--- src/rtl/acs_pkg.sv ---
// Constants and types for the converter completion signalling block
package acs_pkg;
  localparam int ADDR_W = 8;
  localparam int DATA_W = 12;
  localparam int NUM_CH = 12;
  localparam int NUM_RES = 13;
  localparam logic [3:0] HP_SLOT = 4'hc;
  // Register byte addresses
  localparam logic [7:0] OFS_CTRL = 8'h00;
  localparam logic [7:0] OFS_STATUS = 8'h04;
  localparam logic [7:0] OFS_DMA_EN = 8'h08;
  localparam logic [7:0] OFS_RES_BASE = 8'h40;
  localparam logic [7:0] OFS_RES_HP = 8'h70;
  // Control register fields
  localparam int CTRL_REPEAT = 0;
  localparam int CTRL_SCAN = 1;
  localparam int CTRL_ITM_LO = 2;
  localparam int CTRL_W = 5;
  // Status register fields
  localparam int ST_EOC = 0;
  localparam int ST_BUSY = 1;
  localparam int ST_HP_EOC = 2;
  localparam int ST_HP_BUSY = 3;
  // DMA enable fields
  localparam int DMA_NORM = 0;
  localparam int DMA_HP = 1;
  // Result word fields above the data
  localparam int RES_OVR = 12;
  localparam int RES_STORED = 13;
  localparam int RES_POSW = 14;
  localparam int RES_W = 15;
  // Reset values
  localparam logic [4:0] CTRL_RST = 5'h00;
  localparam logic [1:0] DMA_EN_RST = 2'h0;
  // DMA delay after the interrupt, in system clocks
  localparam int DMA_DELAY_CLKS = 2;
  typedef enum logic [1:0] {
    ACS_FIXED_SINGLE,
    ACS_FIXED_REPEAT,
    ACS_SCAN_SINGLE,
    ACS_SCAN_REPEAT
  } acs_mode_t;
endpackage

--- src/rtl/acs_done_signal.sv ---
// Completion flags, result words, interrupts and DMA requests
`timescale 1ns/1ps
module acs_done_signal
  import acs_pkg::*;
(
  input wire logic core_clk,
  input wire logic sys_rst,
  input wire logic [ADDR_W-1:0] reg_addr,
  input wire logic [31:0] reg_wdata,
  input wire logic reg_wr,
  input wire logic reg_rd,
  output logic [31:0] reg_rdata,
  input wire logic norm_start,
  input wire logic hp_start,
  input wire logic res_valid,
  input wire logic res_hp,
  input wire logic [3:0] res_ch,
  input wire logic res_scan_last,
  input wire logic res_pos_err,
  input wire logic [DATA_W-1:0] res_data,
  output logic normal_busy_flag,
  output logic priority_busy_flag,
  output logic normal_done_irq,
  output logic priority_done_irq,
  output logic normal_dma_req,
  output logic priority_dma_req
);

  // Registers
  logic [CTRL_W-1:0] ctrl_ff;
  logic [1:0] dma_en_ff;
  logic eoc_ff;
  logic busy_ff;
  logic hp_eoc_ff;
  logic hp_busy_ff;
  logic [2:0] cnt_ff;
  logic irq_n_ff;
  logic irq_h_ff;
  logic [2:0] dpipe_n_ff;
  logic [2:0] dpipe_h_ff;
  logic [31:0] rdata_ff;
  logic [RES_W-1:0] res_ff [NUM_RES];

  // Next values
  logic [CTRL_W-1:0] nxt_ctrl;
  logic [1:0] nxt_dma_en;
  logic nxt_eoc;
  logic nxt_busy;
  logic nxt_hp_eoc;
  logic nxt_hp_busy;
  logic [2:0] nxt_cnt;
  logic nxt_irq_n;
  logic nxt_irq_h;
  logic [2:0] nxt_dpipe_n;
  logic [2:0] nxt_dpipe_h;
  logic [31:0] nxt_rdata;
  logic [RES_W-1:0] nxt_res [NUM_RES];

  acs_mode_t mode;
  logic [2:0] itm;
  logic norm_done;
  logic hp_done;
  logic norm_evt;
  logic slot_ok;
  logic dreq_n;
  logic dreq_h;
  logic ctrl_wr;
  logic dma_wr;
  logic st_rd;
  logic [3:0] wslot;
  logic [3:0] rslot;
  logic rd_res;

  // Result slot addressed by a bus address, or NUM_RES when none
  function automatic logic [3:0] res_slot(input logic [ADDR_W-1:0] a);
    logic [ADDR_W-1:0] d;
    d = a - OFS_RES_BASE;
    if (a == OFS_RES_HP) begin
      res_slot = HP_SLOT;
    end else if (a >= OFS_RES_BASE && d[1:0] == 2'h0 &&
                 d[ADDR_W-1:2] < NUM_CH[ADDR_W-3:0]) begin
      res_slot = d[5:2];
    end else begin
      res_slot = 4'hd;
    end
  endfunction

  // Strobe qualified by one exact register address
  function automatic logic addr_hit(input logic stb,
                                    input logic [ADDR_W-1:0] a,
                                    input logic [ADDR_W-1:0] ofs);
    addr_hit = stb && a == ofs;
  endfunction

  assign itm = ctrl_ff[CTRL_ITM_LO +: 3];
  assign mode = acs_mode_t'({ctrl_ff[CTRL_SCAN], ctrl_ff[CTRL_REPEAT]});
  assign norm_done = res_valid && !res_hp;
  assign hp_done = res_valid && res_hp;
  assign rslot = res_slot(reg_addr);
  assign rd_res = reg_rd && rslot != 4'hd;
  assign ctrl_wr = addr_hit(reg_wr, reg_addr, OFS_CTRL);
  assign dma_wr = addr_hit(reg_wr, reg_addr, OFS_DMA_EN);
  assign st_rd = addr_hit(reg_rd, reg_addr, OFS_STATUS);
  assign dreq_n = norm_evt && dma_en_ff[DMA_NORM];
  assign dreq_h = hp_done && dma_en_ff[DMA_HP];

  // Interrupt decision and storage slot for a normal completion
  always_comb begin
    norm_evt = 1'b0;
    wslot = res_ch;
    case (mode)
      ACS_FIXED_SINGLE: begin
        norm_evt = norm_done;
      end
      ACS_FIXED_REPEAT: begin
        wslot = {1'b0, cnt_ff};
        norm_evt = norm_done && cnt_ff == itm;
      end
      ACS_SCAN_SINGLE: begin
        norm_evt = norm_done && res_scan_last;
      end
      ACS_SCAN_REPEAT: begin
        norm_evt = norm_done;
      end
      default: begin
        norm_evt = 1'b0;
      end
    endcase
    if (res_hp) begin
      wslot = HP_SLOT;
    end
    slot_ok = wslot < NUM_RES[3:0];
  end

  // Software-written control and DMA enables
  always_comb begin
    nxt_ctrl = ctrl_ff;
    nxt_dma_en = dma_en_ff;
    if (ctrl_wr) begin
      nxt_ctrl = reg_wdata[CTRL_W-1:0];
    end
    if (dma_wr) begin
      nxt_dma_en = reg_wdata[1:0];
    end
  end

  always_ff @(posedge core_clk) begin
    if (sys_rst) begin
      ctrl_ff <= CTRL_RST;
      dma_en_ff <= DMA_EN_RST;
    end else begin
      ctrl_ff <= nxt_ctrl;
      dma_en_ff <= nxt_dma_en;
    end
  end

  // Completion and busy flags, fixed-repeat counter
  always_comb begin
    nxt_eoc = eoc_ff;
    nxt_busy = busy_ff;
    nxt_hp_eoc = hp_eoc_ff;
    nxt_hp_busy = hp_busy_ff;
    nxt_cnt = cnt_ff;
    if (st_rd) begin
      nxt_eoc = 1'b0;
      nxt_hp_eoc = 1'b0;
    end
    if (norm_done && mode == ACS_FIXED_REPEAT) begin
      nxt_cnt = (cnt_ff == itm) ? 3'h0 : cnt_ff + 3'h1;
    end
    if (norm_done) begin
      // Repeat modes keep busy until repeat is switched off
      if (!ctrl_ff[CTRL_REPEAT]) begin
        nxt_busy = 1'b0;
      end else begin
        nxt_busy = busy_ff;
      end
    end
    // Set wins over a clearing status read
    if (norm_evt) begin
      nxt_eoc = 1'b1;
    end
    if (norm_start) begin
      nxt_busy = 1'b1;
      nxt_eoc = 1'b0;
      nxt_cnt = 3'h0;
    end
    if (hp_done) begin
      nxt_hp_eoc = 1'b1;
      nxt_hp_busy = 1'b0;
    end
    if (hp_start) begin
      nxt_hp_busy = 1'b1;
    end
  end

  always_ff @(posedge core_clk) begin
    if (sys_rst) begin
      eoc_ff <= 1'b0;
      busy_ff <= 1'b0;
      hp_eoc_ff <= 1'b0;
      hp_busy_ff <= 1'b0;
      cnt_ff <= 3'h0;
    end else begin
      eoc_ff <= nxt_eoc;
      busy_ff <= nxt_busy;
      hp_eoc_ff <= nxt_hp_eoc;
      hp_busy_ff <= nxt_hp_busy;
      cnt_ff <= nxt_cnt;
    end
  end

  // Interrupt pulses and the DMA request delay lines
  always_comb begin
    nxt_irq_n = norm_evt;
    nxt_irq_h = hp_done;
    // Third stage puts each request two clocks after its interrupt
    nxt_dpipe_n = {dpipe_n_ff[1:0], dreq_n};
    nxt_dpipe_h = {dpipe_h_ff[1:0], dreq_h};
  end

  always_ff @(posedge core_clk) begin
    if (sys_rst) begin
      irq_n_ff <= 1'b0;
      irq_h_ff <= 1'b0;
      dpipe_n_ff <= 3'h0;
      dpipe_h_ff <= 3'h0;
    end else begin
      irq_n_ff <= nxt_irq_n;
      irq_h_ff <= nxt_irq_h;
      dpipe_n_ff <= nxt_dpipe_n;
      dpipe_h_ff <= nxt_dpipe_h;
    end
  end

  // Read data stands one cycle after the strobe, zero otherwise
  always_comb begin
    nxt_rdata = 32'h0000_0000;
    if (reg_rd) begin
      if (reg_addr == OFS_CTRL) begin
        nxt_rdata[CTRL_W-1:0] = ctrl_ff;
      end else if (reg_addr == OFS_STATUS) begin
        nxt_rdata[ST_EOC] = eoc_ff;
        nxt_rdata[ST_BUSY] = busy_ff;
        nxt_rdata[ST_HP_EOC] = hp_eoc_ff;
        nxt_rdata[ST_HP_BUSY] = hp_busy_ff;
      end else if (reg_addr == OFS_DMA_EN) begin
        nxt_rdata[1:0] = dma_en_ff;
      end else if (rd_res) begin
        nxt_rdata[RES_W-1:0] = res_ff[rslot];
      end
    end
  end

  always_ff @(posedge core_clk) begin
    if (sys_rst) begin
      rdata_ff <= 32'h0000_0000;
    end else begin
      rdata_ff <= nxt_rdata;
    end
  end

  // Result words with their validity flags
  always_comb begin
    for (int i = 0; i < NUM_RES; i++) begin
      nxt_res[i] = res_ff[i];
      // Start clears the normal slots only
      if (norm_start && i != HP_SLOT) begin
        nxt_res[i][RES_OVR] = 1'b0;
        nxt_res[i][RES_STORED] = 1'b0;
      end
    end
    // Reading a result word consumes it
    if (rd_res) begin
      nxt_res[rslot][RES_OVR] = 1'b0;
      nxt_res[rslot][RES_STORED] = 1'b0;
    end
    // A fresh result wins over the read clear in the same cycle
    if (res_valid && slot_ok) begin
      nxt_res[wslot][DATA_W-1:0] = res_data;
      nxt_res[wslot][RES_OVR] = res_ff[wslot][RES_STORED] &&
        !(rd_res && rslot == wslot);
      nxt_res[wslot][RES_STORED] = 1'b1;
      nxt_res[wslot][RES_POSW] = res_pos_err;
    end
  end

  always_ff @(posedge core_clk) begin
    if (sys_rst) begin
      for (int i = 0; i < NUM_RES; i++) begin
        res_ff[i] <= '0;
      end
    end else begin
      for (int i = 0; i < NUM_RES; i++) begin
        res_ff[i] <= nxt_res[i];
      end
    end
  end

  assign reg_rdata = rdata_ff;
  assign normal_busy_flag = busy_ff;
  assign priority_busy_flag = hp_busy_ff;
  assign normal_done_irq = irq_n_ff;
  assign priority_done_irq = irq_h_ff;
  assign normal_dma_req = dpipe_n_ff[2];
  assign priority_dma_req = dpipe_h_ff[2];

endmodule

--- config.mk ---
export PLATFORM = sky130hd
export DESIGN_NAME = acs_done_signal
export DESIGN_NICKNAME = d
export VERILOG_FILES = /design/src/rtl/acs_pkg.sv /design/src/rtl/acs_done_signal.sv
export SDC_FILE = /design/constraint.sdc
export NUM_CORES = 1
export LEC_CHECK = 0
export BUFFER_PORTS_ARGS = -buffer_cell sky130_fd_sc_hd__clkbuf_2
export CAP_MARGIN = 10
export CORE_MARGIN = 4
export CORE_UTILIZATION = 45
export CTS_CLUSTER_SIZE = 14
export DETAILED_ROUTE_END_ITERATION = 10
export PLACE_DENSITY_LB_ADDON = 0.2
export SYNTH_ARGS = -nofsm -noshare
export SYNTH_HDL_FRONTEND = slang
export SYNTH_SLANG_ARGS = --single-unit
--- constraint.sdc ---
create_clock -name core_clk -period 2.35 [get_ports core_clk]
set_input_delay 0.1175 -clock core_clk [delete_from_list [all_inputs] [get_ports core_clk]]
set_output_delay 0.1175 -clock core_clk [all_outputs]
set_load 0.1 [all_outputs]
## Word-level counts from Yosys, hierarchy flattened

Memories as Yosys holds them, arrays and structs flattened.
Index checks and enable logic that the tools add are counted.

- RAM bits: 195
- Memories kept: 1
- Word-level logic and storage cells: 153
- Flip-flop bits (word level): 54
- Input bits: 66

Memories:

| memory | depth | width | rd ports | clocked after Yosys merged registers in | wr ports | RTL line | RTL |
|---|---|---|---|---|---|---|---|
| res_ff | 13 | 15 | 15 | 0 | 13 | acs_done_signal.sv:42 | `logic [RES_W-1:0] res_ff [NUM_RES];` |

- $add $sub $neg: 2
- $lt $le $gt $ge: 7
- Mux-type cells: 65
- Bitwise logic cells: 22
- Equal/unequal tests: 10
- Reduce and logical (&&, ||, !) cells: 32

Operator list:

| cell | count |
|---|---|
| $bwmux 195 | 3 |
| $and 195x195->195 | 2 |
| $mux 195 | 2 |
| $not 195->195 | 2 |
| $demux 15 s4 | 6 |
| $mux 15 | 15 |
| $or 195x195->195 | 1 |
| $mux 13 | 3 |
| $mux 14 | 2 |
| $mux 2 | 13 |
| $mux 4 | 5 |
| $logic_and 1x1->1 | 18 |
| $or 1x1->1 | 13 |
| $mux 12 | 1 |
| $mux 1 | 11 |
| $mux 11 | 1 |
| $ge 5x5->1 const B | 2 |
| $lt 5x1->1 const B | 2 |
| $not 4->5 | 2 |
| $eq 8x3->1 const B | 1 |
| $eq 8x4->1 const B | 1 |
| $eq 8x7->1 const B | 1 |
| $ge 8x7->1 const B | 1 |
| $logic_not 8->1 | 1 |
| other kinds (20) | 29 |

## Depth between registers and ports, before layout

- Depth in word-level cells: 21
- Mapped depth: 11

## Least setup slack after synthesis

No wires, ideal clock.

- Path type: register to register
- Start point: register ctrl_ff[1]
- End point: memory res_ff[12][10]
- Clock period less this slack: 2.272 ns
- Slack: 0.078 ns
- Required time: 2.222 ns
- Cell stages (with the launch flop): 11
- Arrival: 2.144 ns
- Path through: dfxtp_1 > inv_1 > ha_1 > buf_2 > buf_2 > nor3_1 > a211oi_1 > nor3_2 > buf_2 > mux2i_1 > nor2_1

RTL lines:

| element | RTL line | RTL |
|---|---|---|
| start: declaration | acs_done_signal.sv:30 | `logic [CTRL_W-1:0] ctrl_ff;` |
| start signal: assignment | acs_done_signal.sv:152 | `ctrl_ff <= nxt_ctrl;` |
| end: declaration | acs_done_signal.sv:42 |  |

==> results.md <==
- Slew headroom: 31.1%
- WP data arrival: 2610 ps
- Initial drt markers: 1321
- Fin util: 55.2%
- Mean cell area of the mapped netlist: 8.01 µm²
- Ratio of cells with drive above 1 in the final layout: 14.4%
- Yosys cell types: 56
- Status: finished, final reports clean
- Die width: 161 µm
- Core Region: 22800 µm²
- Grt total ovfl: 0
- PortBufs: 59
- RSZ-0062 raised after global routing: false
- Final Hold Fails: 0
- Die Area: 25800 µm²
- Lkg Pwr: 0.00473 µW
- Post-synthesis xor/xnor area fraction: 0.334%
- Tmin final: 2190 ps
- Synth warn: 0
- Drt drc: 0
- Detailed placement HPWL: 23100 µm
- Routed wire length: 35500 µm
- Post-synthesis mux area share: 8.61%
- Post-DR vias/cell: 5.80
- Fraction of registers with async set or reset after synthesis: 0%
- Post-synth EDFFs: 0
- Largest net degree at the start of global routing: 202
- Vias in the first global route: 9479
- Clock Skews: 8.91 ps
- Sum Neg Setup Slack: 0 ps
- Top_reg_cell synth: dfxtp_1
- # diodes: 0
- Final setup viols: 0
- Post-layout net count: 1467
- TritonCTS clock tree: yes
- Via count: 10000
- Largest family of logic cells by synthesized area: simple AND/OR/NAND/NOR gates
- Setup crit end kind: flip-flop
- Starting Density: 46.1%
- First-pass GRT wire length: 54500 µm
- Fin area: 12600 µm²
- Height of the die: 161 µm
- Fin crit share: 93.3%
- Placed cell area: 11500 µm²
- Min-Delay Path Class: in -> reg
- Mapped cell area: 10500 µm²
- Worst setup path class: reg -> reg
- Pwr dens: 693 nW/µm²
- Hold WS: 15.0 ps
- Post-Syn Instances: 1310
- Average routed wire per standard cell: 20.5 µm
- RePlAce Congestion: 0.912
- Share of the synthesized area in the top cell type: 44.3%
- Crit path max fanout: 13
- Synth Area in Compound Gates: 20.3%
- Actual slew at the worst max-slew pin: 1030 ps
- ANT nets after route: 0
- First-pass iteration count of the detailed router: 6
- Ranking of synthesized cells by area: dfxtp_1, nand2_1, mux2i_1
- Fin. max-slew vios: 0
- GRT Total Usage: 26.3%
- Initial antenna violation count: 0
- Synth area leader: dfxtp_1
- Clock transition at path regs: 60 ps
- H-tree Lvls: 1
- Tot Pwr: 8700 µW
- Fmax: 0.456 GHz
- WP data required: 2760 ps
- Ports: 104
- CTS buffer count: 26
- Peak supply drop: 529 µV
- Worst setup SP type: flip-flop
- Std cell rows: 55
- Area growth from synthesis to layout: 19.7%
- Register bit count reported by yosys: 232
- Root Driver: clkbuf_16
- Max-cap violations: 0
- Max clock buf depth: 3
- Worst skew pair latency: 540 ps
- Post-Synth Adder-Cell Area: 0.358%
- Post-Synth Simple-Gate Area: 20.8%
- Clk sinks: 232
- Seq/Total Area, Yosys: 44.3%
## cells in the final DEF, fill, tap and decap left out, types with 4 or more instances in the layout
master and instances:
nand2_1 267, dfxtp_1 232, a21oi_1 135, nor2_1 128, mux2i_1 88, buf_4 71
o21ai_0 61, clkbuf_2 58, nand3_1 41, clkbuf_16 26, o22ai_1 25, a22oi_1 22
a222oi_1 21, conb_1 17, dlygate4sd3_1 17, a22o_1 15, nand4_1 14, nor2b_1 13
nor3_1 13, buf_12 11, o22a_1 10, inv_1 8, nand2b_1 8, and2_1 8
o221ai_1 8, a31oi_1 6, clkbuf_8 6, clkbuf_1 6, nor2_2 5, a21o_1 5
a21boi_0 5, and3_1 5, buf_6 5, o21ai_1 4, a221oi_1 4, clkinv_2 4
## report_power, final
| group | total, µW | leakage, µW | switching [µW] | internal [µW] |
|---|---|---|---|---|
| clock | 3920 | 0.000407 | 1600 | 2320 |
| combinational | 790 | 0.00245 | 585 | 205 |
| sequential | 4000 | 0.00187 | 22.6 | 3970 |
| total | 8700 | 0.00473 | 2210 | 6500 |
## synth_stat cells (all sizes together) (3+ instances only)
cell,n
a21boi,5
nand2b,8
ha,3
nor2b,14
clkbuf,85
and3,5
o22a,10
buf,33
a221oi,6
a21o,5
o221ai,8
nand4,14
a222oi,21
o21ai,65
inv,8
and2,8
a21oi,135
nor2,133
o22ai,25
nor3,17
dfxtp,232
a22oi,23
nand3,41
nand2,268
a31oi,6
mux2i,88
a22o,15
xnor2,3
## worst max-delay path, stage by stage, from the launching register on
cell	delay [ps]
dfxtp_1	310
inv_1	50
ha_2	210
mux2_4	350
mux2_2	290
nand4_1	80
o311ai_0	140
o311ai_1	270
buf_4	260
o21ai_0	110
## layer usage
| metal | up-vias | global-route usage, % | part of all wire, % |
|---|---|---|---|
| met5 | - | 0 | 0 |
| met4 | 0 | 7.37 | 2.7 |
| met3 | 67 | 3.52 | 8.9 |
| met2 | 490 | 41.7 | 45 |
| met1 | 4733 | 37.6 | 43 |
| li1 | 4735 | - | - |
## state kept, by name, summed over array words and instances (netlist names)
register and count:
res_ff 195, reg_rdata 15, ctrl_ff 5, cnt_ff 3, dpipe_h_ff 3, dpipe_n_ff 3
dma_en_ff 2, eoc_ff 1, hp_eoc_ff 1, normal_busy_flag 1, normal_done_irq 1, priority_busy_flag 1
priority_done_irq 1
## final cells by class
cell class / instances / area, µm²
clock buffers: 38 / 756
clock inverters: 6 / 66.3
fillers: 2147 / 10200
inverters: 9 / 33.8
multi-input cells: 967 / 5400
flip-flops and latches: 232 / 4640
well taps: 313 / 392
repair buffers: 162 / 1270
## per-stage QoR
step,setup WS (ps),instances
after floorplan,78.1,1326
after CTS,85.7,1724
after detailed placement,78.3,1663
after global routing,30.5,1727
final,158,1727
after global placement,95.9,1663
## cells by family (layout without fill, tap and decap cells)
kind of cell,after synthesis,in the layout
simple gates,515,515
compound gates,338,338
flops,232,232
buf+inv,127,215
mux,90,90
xor+xnor,4,4
fa+ha+maj,3,3
other cells,1,17
## final timing paths
check | startpoint | endpoint | slack, ps | cells past startpoint
max | ctrl_ff[1] | res_ff[11][12] | 160 | 9
min | res_scan_last | normal_done_irq | 20 | 5
max reg2reg | ctrl_ff[1] | res_ff[11][12] | 160 | 9
min reg2reg | dpipe_n_ff[1] | dpipe_n_ff[2] | 430 | 1
## timing repair
action / CTS / global route
hold buffers: 17 / 0
endpoints found under the hold margin: 27 / 0
setup buffers: 0 / 2
endpoints found under the setup margin: 0 / 46
gates resized for setup: 0 / 17
Note: power is estimated with default switching activity, not from simulation.
